==> src/inc/ldc_pkg.sv <==
package ldc_pkg;
   // register indices as printed (not multiples of four), byte address is four times the index
   localparam logic [11:0] LDC_CTRL_IDX = 12'hf2e;
   localparam logic [11:0] LDC_CODE_IDX = 12'hf2f;
   localparam logic [13:0] LDC_CTRL_ADDR = {LDC_CTRL_IDX, 2'b00};
   localparam logic [13:0] LDC_CODE_ADDR = {LDC_CODE_IDX, 2'b00};
   localparam int LDC_ADDR_W = 14;
   // control field positions
   localparam int LDC_EN_BIT = 7;
   localparam int LDC_OE_A_BIT = 5;
   localparam int LDC_OE_B_BIT = 4;
   localparam int LDC_PSS_HI = 3;
   localparam int LDC_PSS_LO = 2;
   localparam int LDC_NSS_BIT = 0;
   localparam int LDC_CODE_W = 5;
   localparam logic [7:0] LDC_CTRL_RST = 8'h00;
   localparam logic [4:0] LDC_CODE_RST = 5'h00;
   // positive source encodings
   localparam logic [1:0] LDC_PSS_SUPPLY = 2'h0;
   localparam logic [1:0] LDC_PSS_EXTREF = 2'h1;
   localparam logic [1:0] LDC_PSS_BUFFER = 2'h2;
   localparam logic [1:0] LDC_PSS_RSVD = 2'h3;
   localparam logic [1:0] LDC_RESP_OKAY = 2'h0;
   localparam logic [1:0] LDC_RESP_SLVERR = 2'h2;

   // settings presented to the analog ladder
   typedef struct packed {
      logic enable;
      logic [1:0] positive_source_select;
      logic negative_source_select;
      logic [4:0] level_code;
   } ldc_ladder_t;

   // per-pin override to the port logic
   typedef struct packed {
      logic analog_on;
      logic digital_driver_off;
      logic pullup_off;
      logic input_detector_off;
   } ldc_pin_ovr_t;
endpackage
==> src/core/ldc_ctrl.sv <==
// The AXI4-Lite register port was chosen for this implementation.
`timescale 1ns/1ps
`default_nettype none
module ldc_ctrl
   import ldc_pkg::*;
(
   input wire logic aclk,
   input wire logic aresetn,
   input wire logic ce,
   input wire logic [LDC_ADDR_W-1:0] s_axi_awaddr,
   input wire logic s_axi_awvalid,
   output logic s_axi_awready,
   input wire logic [31:0] s_axi_wdata,
   input wire logic [3:0] s_axi_wstrb,
   input wire logic s_axi_wvalid,
   output logic s_axi_wready,
   output logic [1:0] s_axi_bresp,
   output logic s_axi_bvalid,
   input wire logic s_axi_bready,
   input wire logic [LDC_ADDR_W-1:0] s_axi_araddr,
   input wire logic s_axi_arvalid,
   output logic s_axi_arready,
   output logic [31:0] s_axi_rdata,
   output logic [1:0] s_axi_rresp,
   output logic s_axi_rvalid,
   input wire logic s_axi_rready,
   input wire logic sleep_wake,
   input wire logic pin_a_in,
   input wire logic pin_b_in,
   output ldc_ladder_t ladder,
   output ldc_pin_ovr_t pin_a_ovr,
   output ldc_pin_ovr_t pin_b_ovr,
   output logic pin_a_read,
   output logic pin_b_read
);

   ////////////////////////////////////////////////////////////////////////////////
   // register state

   // control fields, one flop per implemented bit; bits 6 and 1 have none
   logic en_r, en_nxt;
   logic oe_a_r, oe_a_nxt;
   logic oe_b_r, oe_b_nxt;
   logic [1:0] pss_r, pss_nxt;
   logic nss_r, nss_nxt;
   // level code, the only field of the data register
   logic [4:0] code_r, code_nxt;

   // write channel state: address and data may arrive in either order
   logic aw_held_r, aw_held_nxt;
   logic [LDC_ADDR_W-1:0] aw_addr_r, aw_addr_nxt;
   logic w_held_r, w_held_nxt;
   logic [31:0] w_data_r, w_data_nxt;
   logic w_strb0_r, w_strb0_nxt;
   logic bvalid_r, bvalid_nxt;
   logic [1:0] bresp_r, bresp_nxt;
   // read channel state: a single read is answered at a time
   logic rvalid_r, rvalid_nxt;
   logic [1:0] rresp_r, rresp_nxt;
   logic [31:0] rdata_r, rdata_nxt;

   // synchronised pin levels and write decode
   logic pin_a_sync, pin_b_sync;
   logic wr_go;
   logic wr_hit_ctrl, wr_hit_code;

   // decode one address against the register map
   // the full byte address is compared, so aliases of a register answer with an error
   function automatic logic addr_is(input logic [LDC_ADDR_W-1:0] a, input logic [LDC_ADDR_W-1:0] reg_addr);
      return a == reg_addr;
   endfunction

   // readback image of the control register, unimplemented bits 6 and 1 read zero
   function automatic logic [7:0] ctrl_image(input logic en, input logic oa, input logic ob,
                                              input logic [1:0] ps, input logic ns);
      logic [7:0] v;
      v = 8'h00;
      v[LDC_EN_BIT] = en;
      v[LDC_OE_A_BIT] = oa;
      v[LDC_OE_B_BIT] = ob;
      v[LDC_PSS_HI:LDC_PSS_LO] = ps;
      v[LDC_NSS_BIT] = ns;
      return v;
   endfunction

   ////////////////////////////////////////////////////////////////////////////////
   // write path

   // address and data are taken on their own handshakes and parked; once both are parked
   // the register is written and the answer raised on the same edge, so a write lands
   // one edge after the later handshake; the answer stands until the master takes it,
   // and no new write is taken meanwhile, which keeps one write in flight

   // ready is high while the clock is enabled, nothing of that channel is held and no response is pending
   assign s_axi_awready = ce && !aw_held_r && !bvalid_r;
   assign s_axi_wready = ce && !w_held_r && !bvalid_r;
   assign s_axi_bvalid = bvalid_r;
   assign s_axi_bresp = bresp_r;
   // commit when both halves are parked and no answer is pending
   assign wr_go = aw_held_r && w_held_r && !bvalid_r;
   assign wr_hit_ctrl = addr_is(aw_addr_r, LDC_CTRL_ADDR);
   assign wr_hit_code = addr_is(aw_addr_r, LDC_CODE_ADDR);

   // next values of write-side state and of the registers themselves
   always_comb begin
      aw_held_nxt = aw_held_r;
      aw_addr_nxt = aw_addr_r;
      w_held_nxt = w_held_r;
      w_data_nxt = w_data_r;
      w_strb0_nxt = w_strb0_r;
      bvalid_nxt = bvalid_r;
      bresp_nxt = bresp_r;
      en_nxt = en_r;
      oe_a_nxt = oe_a_r;
      oe_b_nxt = oe_b_r;
      pss_nxt = pss_r;
      nss_nxt = nss_r;
      code_nxt = code_r;
      // park the address until its data is in
      if (s_axi_awvalid && s_axi_awready) begin
         aw_held_nxt = 1'b1;
         aw_addr_nxt = s_axi_awaddr;
      end
      // park the data and its lane-0 strobe
      if (s_axi_wvalid && s_axi_wready) begin
         w_held_nxt = 1'b1;
         w_data_nxt = s_axi_wdata;
         w_strb0_nxt = s_axi_wstrb[0];
      end
      // both halves parked: commit the write and raise the answer
      if (wr_go) begin
         aw_held_nxt = 1'b0;
         w_held_nxt = 1'b0;
         bvalid_nxt = 1'b1;
         bresp_nxt = (wr_hit_ctrl || wr_hit_code) ? LDC_RESP_OKAY : LDC_RESP_SLVERR;
         // only byte lane 0 carries the 8-bit registers
         if (wr_hit_ctrl && w_strb0_r) begin
            en_nxt = w_data_r[LDC_EN_BIT];
            oe_a_nxt = w_data_r[LDC_OE_A_BIT];
            oe_b_nxt = w_data_r[LDC_OE_B_BIT];
            pss_nxt = w_data_r[LDC_PSS_HI:LDC_PSS_LO];
            nss_nxt = w_data_r[LDC_NSS_BIT];
         end
         if (wr_hit_code && w_strb0_r) begin
            code_nxt = w_data_r[LDC_CODE_W-1:0];
         end
      end
      // the master has taken the answer
      if (bvalid_r && s_axi_bready) begin
         bvalid_nxt = 1'b0;
      end
   end

   // registers take only reset and bus writes; a wake from sleep is not a reset
   always_ff @(posedge aclk) begin
      if (!aresetn) begin
         en_r <= LDC_CTRL_RST[LDC_EN_BIT];
         oe_a_r <= LDC_CTRL_RST[LDC_OE_A_BIT];
         oe_b_r <= LDC_CTRL_RST[LDC_OE_B_BIT];
         pss_r <= LDC_CTRL_RST[LDC_PSS_HI:LDC_PSS_LO];
         nss_r <= LDC_CTRL_RST[LDC_NSS_BIT];
         code_r <= LDC_CODE_RST;
         // reset empties both parked halves and drops any pending answer
         aw_held_r <= 1'b0;
         aw_addr_r <= '0;
         w_held_r <= 1'b0;
         w_data_r <= 32'h0000_0000;
         w_strb0_r <= 1'b0;
         bvalid_r <= 1'b0;
         bresp_r <= LDC_RESP_OKAY;
      end else if (ce) begin
         // a low clock enable freezes every flop, bus state included
         en_r <= en_nxt;
         oe_a_r <= oe_a_nxt;
         oe_b_r <= oe_b_nxt;
         pss_r <= pss_nxt;
         nss_r <= nss_nxt;
         code_r <= code_nxt;
         aw_held_r <= aw_held_nxt;
         aw_addr_r <= aw_addr_nxt;
         w_held_r <= w_held_nxt;
         w_data_r <= w_data_nxt;
         w_strb0_r <= w_strb0_nxt;
         bvalid_r <= bvalid_nxt;
         bresp_r <= bresp_nxt;
      end
   end

   ////////////////////////////////////////////////////////////////////////////////
   // read path

   // the readback is captured at the address handshake, so a write committed on that
   // same edge shows only on the next read; unmapped addresses answer with an error
   // and zero data and touch no state

   // arready drops while an answer is pending, so reads never overlap
   assign s_axi_arready = ce && !rvalid_r;
   assign s_axi_rvalid = rvalid_r;
   assign s_axi_rdata = rdata_r;
   assign s_axi_rresp = rresp_r;

   // one read in flight; data is captured at address acceptance
   always_comb begin
      rvalid_nxt = rvalid_r;
      rresp_nxt = rresp_r;
      rdata_nxt = rdata_r;
      if (s_axi_arvalid && s_axi_arready) begin
         rvalid_nxt = 1'b1;
         rresp_nxt = LDC_RESP_OKAY;
         if (addr_is(s_axi_araddr, LDC_CTRL_ADDR)) begin
            rdata_nxt = {24'h000000, ctrl_image(en_r, oe_a_r, oe_b_r, pss_r, nss_r)};
         end else if (addr_is(s_axi_araddr, LDC_CODE_ADDR)) begin
            rdata_nxt = {27'h0000000, code_r};
         end else begin
            rdata_nxt = 32'h0000_0000;
            rresp_nxt = LDC_RESP_SLVERR;
         end
      end else if (rvalid_r && s_axi_rready) begin
         rvalid_nxt = 1'b0;
      end
   end

   // read channel registers, frozen with the clock enable
   always_ff @(posedge aclk) begin
      if (!aresetn) begin
         rvalid_r <= 1'b0;
         rresp_r <= LDC_RESP_OKAY;
         rdata_r <= 32'h0000_0000;
      end else if (ce) begin
         rvalid_r <= rvalid_nxt;
         rresp_r <= rresp_nxt;
         rdata_r <= rdata_nxt;
      end
   end

   ////////////////////////////////////////////////////////////////////////////////
   // analog ladder and sleep wake

   // settings go straight from the registers, so a write shows one edge after it is taken;
   // the ladder forms vneg + span*code/32 itself, the code is passed unscaled;
   // reserved source code 11 is stored and passed on, the ladder treats it as no source
   always_comb begin
      ladder.enable = en_r;
      ladder.positive_source_select = pss_r;
      ladder.negative_source_select = nss_r;
      ladder.level_code = code_r;
   end

   // wake is accepted for completeness; it deliberately changes nothing, so the settings
   // survive sleep and software must clear the enable itself to save current
   logic unused_wake;
   assign unused_wake = sleep_wake;

   ////////////////////////////////////////////////////////////////////////////////
   // pin synchronisers and overrides

   // pins are asynchronous to aclk; only the second flop of each pair is read
   ldc_sync2 u_sync_a (
      .aclk(aclk),
      .aresetn(aresetn),
      .ce(ce),
      .d(pin_a_in),
      .q(pin_a_sync)
   );

   ldc_sync2 u_sync_b (
      .aclk(aclk),
      .aresetn(aresetn),
      .ce(ce),
      .d(pin_b_in),
      .q(pin_b_sync)
   );

   // an enabled analog pin overrides its digital functions and masks its read
   ldc_pin_ovr u_pin_a (
      .out_enable(oe_a_r),
      .pin_in_sync(pin_a_sync),
      .ovr(pin_a_ovr),
      .pin_read(pin_a_read)
   );

   ldc_pin_ovr u_pin_b (
      .out_enable(oe_b_r),
      .pin_in_sync(pin_b_sync),
      .ovr(pin_b_ovr),
      .pin_read(pin_b_read)
   );

endmodule
`default_nettype wire

==> src/core/ldc_pin_ovr.sv <==
`timescale 1ns/1ps
`default_nettype none
module ldc_pin_ovr
   import ldc_pkg::*;
(
   input wire logic out_enable,
   input wire logic pin_in_sync,
   output ldc_pin_ovr_t ovr,
   output logic pin_read
);
   // analog use of the pin forces off its digital functions
   always_comb begin
      ovr.analog_on = out_enable;
      ovr.digital_driver_off = out_enable;
      ovr.pullup_off = out_enable;
      ovr.input_detector_off = out_enable;
      pin_read = out_enable ? 1'b0 : pin_in_sync;
   end
endmodule
`default_nettype wire

==> src/core/ldc_sync2.sv <==
`timescale 1ns/1ps
`default_nettype none
module ldc_sync2 (
   input wire logic aclk,
   input wire logic aresetn,
   input wire logic ce,
   input wire logic d,
   output logic q
);
   logic s1_r;
   logic s1_nxt;
   logic q_nxt;
   // first stage is read only by the second
   always_comb begin
      s1_nxt = ce ? d : s1_r;
      q_nxt = ce ? s1_r : q;
   end
   always_ff @(posedge aclk) begin
      if (!aresetn) begin
         s1_r <= 1'b0;
         q <= 1'b0;
      end else begin
         s1_r <= s1_nxt;
         q <= q_nxt;
      end
   end
endmodule
`default_nettype wire

==> config.mk <==
export PLATFORM = sky130hd
export DESIGN_NAME = ldc_ctrl
export DESIGN_NICKNAME = d
export VERILOG_FILES = /design/src/inc/ldc_pkg.sv /design/src/core/ldc_ctrl.sv /design/src/core/ldc_pin_ovr.sv /design/src/core/ldc_sync2.sv
export SDC_FILE = /design/constraint.sdc
export NUM_CORES = 1
export LEC_CHECK = 0
export ABC_AREA = 1
export BUFFER_PORTS_ARGS = -buffer_cell sky130_fd_sc_hd__buf_2
export CAP_MARGIN = 40
export CORE_MARGIN = 2
export CORE_UTILIZATION = 35
export CTS_BUF_LIST = sky130_fd_sc_hd__clkbuf_4
export DETAILED_ROUTE_END_ITERATION = 8
export GPL_ROUTABILITY_DRIVEN = 0
export GPL_TIMING_DRIVEN = 0
export PLACE_DENSITY = 0.64
export SETUP_SLACK_MARGIN = 0.5
export SYNTH_ARGS = -nofsm -noshare
export SYNTH_HDL_FRONTEND = slang
export SYNTH_SLANG_ARGS = --single-unit
export TNS_END_PERCENT = 1
==> constraint.sdc <==
create_clock -name aclk -period 4.3 [get_ports aclk]
set_clock_uncertainty 0.2 [all_clocks]
set_input_delay 0.645 -clock aclk [delete_from_list [all_inputs] [get_ports aclk]]
set_output_delay 0.645 -clock aclk [all_outputs]
set_load 0.05 [all_outputs]
==> flow_summary_export.csv, run 1 <==
group,metric,value,unit
routing,via_per_inst,4.028,
clock_network,postCtsHoldBufs,0,
layout,multiInputGateArea,1069,µm²
critical_path,cp-end-kind,"output port",
grt,busiest_layer,"met2",
clock_network,worstSkewPairLatency,0.36,ns
layout,syn2layout_area_growth,26.08,%
layout,fin_util,46.23,%
clock_network,cts_setup_buffers,0,
min_path,min_path_type,"reg2reg",
synthesis,synthCells,360,
pwr,pwr-share-seq,54.6,%
pwr,clkPwrFrac,22.5,%
pwr,power_leakage,1.647,nW
critical_path,critPathRequiredTime,3.45,ns
layout,fin_area,3176,µm²
placement,dpl.hpwl,4414,µm
synthesis,ys_warn_count,0,
layout,layout_common_cells,"82 x buf_2, 55 x nand2_1, 52 x inv_1, 51 x nor2_1, 50 x dfxtp_1",
pwr,pwr_density_cell,287.9,nW/µm²
timing,rsz0062_at_grt,"no",
grt,first_global_vias,1987,
synthesis,ys_seq_elements,50,
synthesis,ys_seq_area_share,39.74,%
pwr,p_switching,0.2942,mW
routing,initialDrtViolationCount,85,
clock_network,cts_root_buf,"clkbuf_4",
critical_path,worst-setup-path-type,"in2out",
timing,slew_viol_final,0,
critical_path,crit_arrival,1.37,ns
floorplanning,die_w,88.83,µm
synthesis,syn_area,2519,µm²
synthesis,synth_cell_types,25,
run_status,status,"finished, final reports clean",
floorplanning,start_util,36.67,%
clock_network,cts_tree,"yes",
routing,ant_nets,0,
layout,final_common_cell,"buf_2",
timing,fmax,0.4522,GHz
grt,gr-usage-met2,24.69,%
routing,routed_wl,5377,µm
clock_network,numCtsBuffers,5,
placement,dp_slack,2.087,ns
layout,nFillCells,757,
timing,hold_viol_final,0,
clock_network,ctsResizeCount,0,
clock_network,clk_path_buf_depth,2,
critical_path,cp_max_fo,6,
pwr,swShare,32.18,%
timing,fin_crit,2.211,ns
grt,met3_usage,3.451,%
routing,drc,0,
floorplanning,coreArea,6869,µm²
timing,fin_setup_tns,0,ns
placement,port_buffers,77,
layout,antennaDiodeCount,0,
pwr,vdd_ir_drop_max,0.1074,mV
layout,layout-drive-gt1-share,30.15,%
clock_network,clk_pin_slew,0.13,ns
grt,met1_usage,16.36,%
routing,post_drt_wl_per_cell,9.483,µm
critical_path,critPathLaunchType,"input port",
routing,drt_pass1_iterations,4,
floorplanning,dieHeight,88.83,µm
grt,grt_usage,13.81,%
synthesis,syn_avg_cell_area,6.996,µm²
grt,overflow,0,
timing,setup_slack,2.089,ns
floorplanning,num_io_pins,135,
layout,ff_latch_area,1001,µm²
grt,grt_max_degree,15,
clock_network,cts_sinks,50,
grt,grt_antenna_before_repair,0,
flow_run,drv_cap,0,
routing,vias,2284,
placement,place_area,3122,µm²
timing,period_share,51.43,%
floorplanning,rows,30,
pwr,p_comb_share,22.8,%
floorplanning,dieArea,7891,µm²
clock_network,htreeDepth,2,
pwr,p_int,0.6200,mW
grt,grt_pass1_wl,8397,µm
layout,layout.nets,545,
timing,finalSetupViolCount,0,
[layer usage]
metal / up-vias / part of all wire (%)
met3: 7 / 6.5
met2: 67 / 47
met1: 933 / 45
met5: - / 0
met4: 0 / 1.2
li1: 1277 / -
[kinds of logic after synthesis]
logic type / share of synthesized area (%)
simple gates: 26.58
buf+inv: 21.71
compound gates: 11.82
flops: 39.74
other cells: 0.1489
[power groups by stage]
stage          Clock, mW  Combinational, mW  Sequential, mW
3_3_place_gp           0              0.207           0.509
3_5_place_dp           0              0.209           0.510
5_1_grt            0.240              0.229           0.502
2_1_floorplan          0              0.149           0.525
6_report           0.206              0.209           0.499
4_1_cts            0.218              0.209           0.499
[critical path, stage by stage]
cell and delay [ns]:
buf_2 0.16, nand2_2 0.14, nor2_2 0.14, buf_2 0.28
[flip-flops by register name (all words and copies together), names as in the netlist, 2 cells and up]
name and cells:
aw_addr_r 14, code_r 5, pss_r 2, s_axi_rdata 7, w_data_r 7
[cell usage after synthesis, drive strengths merged]
library cell / count / share of area, %
a21oi: 23 / 4.6
buf: 46 / 13
clkbuf: 3 / 0.84
clkinv: 1 / 0.20
conb: 1 / 0.15
dfxtp: 50 / 40
inv: 54 / 8.0
nand2: 57 / 8.9
nand3: 20 / 4.2
nand4: 12 / 3.0
nor2: 57 / 9.5
nor3: 3 / 1.0
o21a: 4 / 1.2
o21ai: 29 / 6.1
[final timing paths]
check,startpoint,end,slack (ns),depth (start not counted)
hold reg to reg,w_data_r[5],w_data_r[5],0.26,2
setup / recovery,ce,s_axi_awready,2.09,4
setup reg to reg,aw_addr_r[7],code_r[2],2.65,6
hold / removal,w_data_r[5],w_data_r[5],0.26,2
[per-stage QoR]
stage	hold slack (ns)	total power [mW]	cells
CTS	0.2683	0.9272	567
global placement	0.2456	0.7160	559
detailed placement	0.2499	0.7190	559
global route	0.2806	0.9716	567
floorplan	0.2300	0.6736	386
finish	0.2633	0.9142	567
[final cells by class]
type	count	share of cell area, %
Clock inverter	2	0.2758
Buffer	49	10.68
Tap cell	96	3.782
Inverter	55	6.541
Clock buffer	6	1.418
Multi-Input combinational cell	232	33.65
Timing Repair Buffer	77	12.14
Sequential cell	50	31.52
(Power assumes the default switching activity.)
==> run 2: changes to the inputs <==
--- a/config.mk
+++ b/config.mk
@@ -5,7 +5,7 @@
 export SDC_FILE = /design/constraint.sdc
 export NUM_CORES = 1
 export LEC_CHECK = 0
-export ABC_AREA = 1
+export ABC_AREA = 0
 export BUFFER_PORTS_ARGS = -buffer_cell sky130_fd_sc_hd__buf_2
 export CAP_MARGIN = 40
 export CORE_MARGIN = 2
@@ -14,7 +14,7 @@
 export DETAILED_ROUTE_END_ITERATION = 8
 export GPL_ROUTABILITY_DRIVEN = 0
 export GPL_TIMING_DRIVEN = 0
-export PLACE_DENSITY = 0.64
+export PLACE_DENSITY = 0.65
 export SETUP_SLACK_MARGIN = 0.5
 export SYNTH_ARGS = -nofsm -noshare
 export SYNTH_HDL_FRONTEND = slang
==> constraint.sdc (replaced) <==
create_clock -name aclk -period 2.3 [get_ports aclk]
set_clock_uncertainty 0.2 [all_clocks]
set_input_delay 0.345 -clock aclk [delete_from_list [all_inputs] [get_ports aclk]]
set_output_delay 0.345 -clock aclk [all_outputs]
set_load 0.05 [all_outputs]
==> run 2 against run 1 <==
  * Worst setup slack worse by 1.6 ns
  * Sequential cell count unchanged
  * Non-clock buffer count up 18
  * Global-route usage up 0.41 points
  * Sequential share of layout area down 0.57 points
  * Final cell count down 17%
  * Power up 86%
  * Utilization up 2.4 points
  * Critical endpoint unchanged
  * Largest cell class unchanged
==> flow_summary_export.csv, run 2 <==
group,metric,value,unit
pwr,clkPwrFrac,23.7,%
timing,slew_viol_final,0,
routing,drt_pass1_iterations,4,
synthesis,netlist.area_leader.share,42.15,%
routing,ant_nets,0,
routing,drc,0,
min_path,holdPathStages,3,
synthesis,synth_edf_count,0,
critical_path,reg2reg_depth,5,
timing,finalSetupViolCount,0,
synthesis,yosys-top-cells-area,"dfxtp_1 42%, nand2_1 12%, buf_4 12%, mux2i_1 8.0%, a21boi_1 7.9%",
timing,rsz0062_at_grt,"yes",
clock_network,numCtsBuffers,5,
grt,grt_usage,14.22,%
layout,final_common_cell,"buf_2",
synthesis,synthTopCellsByCount,"75 x nand2_1, 50 x dfxtp_1, 37 x buf_4",
clock_network,cts_sinks,50,
synthesis,yosysTopAreaCell,"dfxtp_1",
critical_path,regToRegStartpoint,"aw_addr_r[8]",
flow_run,drv_cap,0,
floorplanning,die_w,86.37,µm
pwr,p_total,1.699,mW
synthesis,ys_seq_elements,50,
layout,syn2layout_area_growth,36.88,%
synthesis,yosysMostFrequentCell,"nand2_1",
routing,post_drt_wl_per_cell,11.33,µm
critical_path,cp_max_fo,5,
clock_network,cts_tree,"yes",
pwr,p_switching,0.5316,mW
min_path,hp-start,"s_axi_wdata[4]",
critical_path,cp_slowest_stage_delay,0.40,ns
synthesis,synthFlopType,"dfxtp_1",
pwr,p_comb_share,22.4,%
clock_network,htreeDepth,2,
timing,hold_viol_final,0,
layout,layout.nets,467,
timing,fin_setup_tns,0,ns
critical_path,critPathLaunchType,"register",
synthesis,syn_area,2375,µm²
timing,fin_crit,1.832,ns
critical_path,cp-end-kind,"output port",
grt,grt_max_degree,15,
clock_network,worstSkewPairLatency,0.37,ns
critical_path,critPathBufInv,1,
placement,port_buffers,75,
layout,layout-drive-gt1-share,36.39,%
clock_network,clk_pin_slew,0.15,ns
placement,dpl.hpwl,4060,µm
timing,holdWs,0.01694,ns
routing,routed_wl,5357,µm
layout,max_flop_register,"aw_addr_r",
grt,overflow,0,
grt,first_global_vias,1774,
synthesis,synth_cell_types,29,
min_path,min_path_type,"in2reg",
pwr,vdd_ir_drop_max,0.2322,mV
layout,largest_reg_flops,14,
grt,grt_pass1_wl,8445,µm
clock_network,clk_path_buf_depth,2,
timing,fmax,0.5460,GHz
min_path,worstHoldEndpoint,"w_data_r[4]",
run_status,status,"finished, final reports clean",
critical_path,crit_arrival,1.29,ns
floorplanning,num_io_pins,135,
routing,via_per_inst,4.381,
floorplanning,rows,30,
pwr,swShare,31.28,%
synthesis,ys_warn_count,0,
grt,busiest_layer,"met2",
floorplanning,start_util,35.54,%
critical_path,worstPathCellList,"nor3b_4 -> buf_2",
grt,gr-usage-met2,24.41,%
critical_path,worst_r2r_endpoint,"code_r[2]",
critical_path,worst-setup-path-type,"reg2out",
synthesis,syn_avg_cell_area,8.928,µm²
synthesis,ys_seq_area_share,42.15,%
pwr,pwr_density_cell,522.8,nW/µm²
critical_path,critical_path.top_delay_family,"flip-flops",
floorplanning,dieHeight,86.37,µm
layout,antennaDiodeCount,0,
pwr,power_leakage,1.653,nW
grt,met1_usage,17.69,%
timing,period_share,79.63,%
synthesis,async_flop_share,0,%
grt,met3_usage,3.619,%
clock_network,cts_root_buf,"clkbuf_4",
critical_path,slowest_stage,"dfxtp_4",
pwr,p_int,1.168,mW
routing,vias,2072,
routing,initialDrtViolationCount,84,
layout,fin_util,48.65,%
floorplanning,dieArea,7460,µm²
grt,grt_antenna_before_repair,0,
floorplanning,coreArea,6681,µm²
critical_path,critPathRequiredTime,1.75,ns
layout,layout_common_cells,"77 x buf_2, 74 x nand2_1, 48 x dfxtp_1, 38 x buf_4, 27 x conb_1",
synthesis,synthCells,266,
pwr,pwr-share-seq,53.9,%
critical_path,ff2ff_setup_slack,0.55,ns
-- run 2: repair_timing --
item	4_1_cts	5_1_grt
setup endpoints to repair	20	16
gates resized for setup	0	3
setup buffers	1	0
endpoints found under the hold margin	15	2
pin swaps	1	0
hold buffers	15	2
-- run 2: cells by family after synthesis --
family | Yosys count | share of synthesized area [%]
AO/OA/AOI/OAI | 34 | 11.75
buffers and inverters | 51 | 14.28
flip-flops | 50 | 42.15
multiplexers | 19 | 8.008
other | 1 | 0.1579
AND/OR/NAND/NOR | 111 | 23.66
-- run 2: power by group through the flow --
stage	combinational [mW]	clock (mW)	sequential [mW]
6_report	0.381	0.404	0.915
3_3_place_gp	0.354	0	0.933
3_5_place_dp	0.357	0	0.934
5_1_grt	0.410	0.449	0.919
4_1_cts	0.377	0.416	0.915
2_1_floorplan	0.262	0	0.954
-- run 2: worst max-delay path by stage --
stage | startpoint | end | slack, ns | cells past startpoint
after global placement | s_axi_araddr[6] | s_axi_rdata[0] | 0.30 | 5
after global routing | s_axi_bvalid | s_axi_awready | 0.41 | 2
after floorplan | ce | aw_addr_r[7] | 0.46 | 7
final | s_axi_bvalid | s_axi_awready | 0.47 | 2
after CTS | s_axi_bvalid | s_axi_wready | 0.43 | 2
after detailed placement | s_axi_araddr[6] | s_axi_rdata[2] | 0.29 | 5
-- run 2: area by class of cell --
cell class,count,area (µm²)
clock buffers,6,45.04
clock inverters,2,8.758
plain buffers,51,366.6
well taps,80,100.1
fillers,682,3431
multi-input cells,191,1169
flip-flops and latches,50,1006
repair buffers,93,555.5
-- run 2: per-stage QoR --
step | cells | instance area (µm²) | worst slack, ns
6_report | 473 | 3251 | 0.4685
5_1_grt | 473 | 3251 | 0.4077
4_1_cts | 471 | 3218 | 0.4280
3_5_place_dp | 447 | 3007 | 0.2896
3_3_place_gp | 447 | 3007 | 0.2960
2_1_floorplan | 292 | 2531 | 0.4552
-- run 2: layer usage --
layer | share of wire, % | wire length, µm | up-vias
met5 | 0 | 0 | -
met1 | 44 | 2333 | 942
met3 | 6.2 | 332 | 6
met2 | 49 | 2624 | 57
met4 | 1.2 | 66 | 0
li1 | - | - | 1067
-- run 2: tightest hold or removal path, stage by stage --
cell and delay (ns):
buf_2 0.10, nand2_1 0.05, a21boi_1 0.05
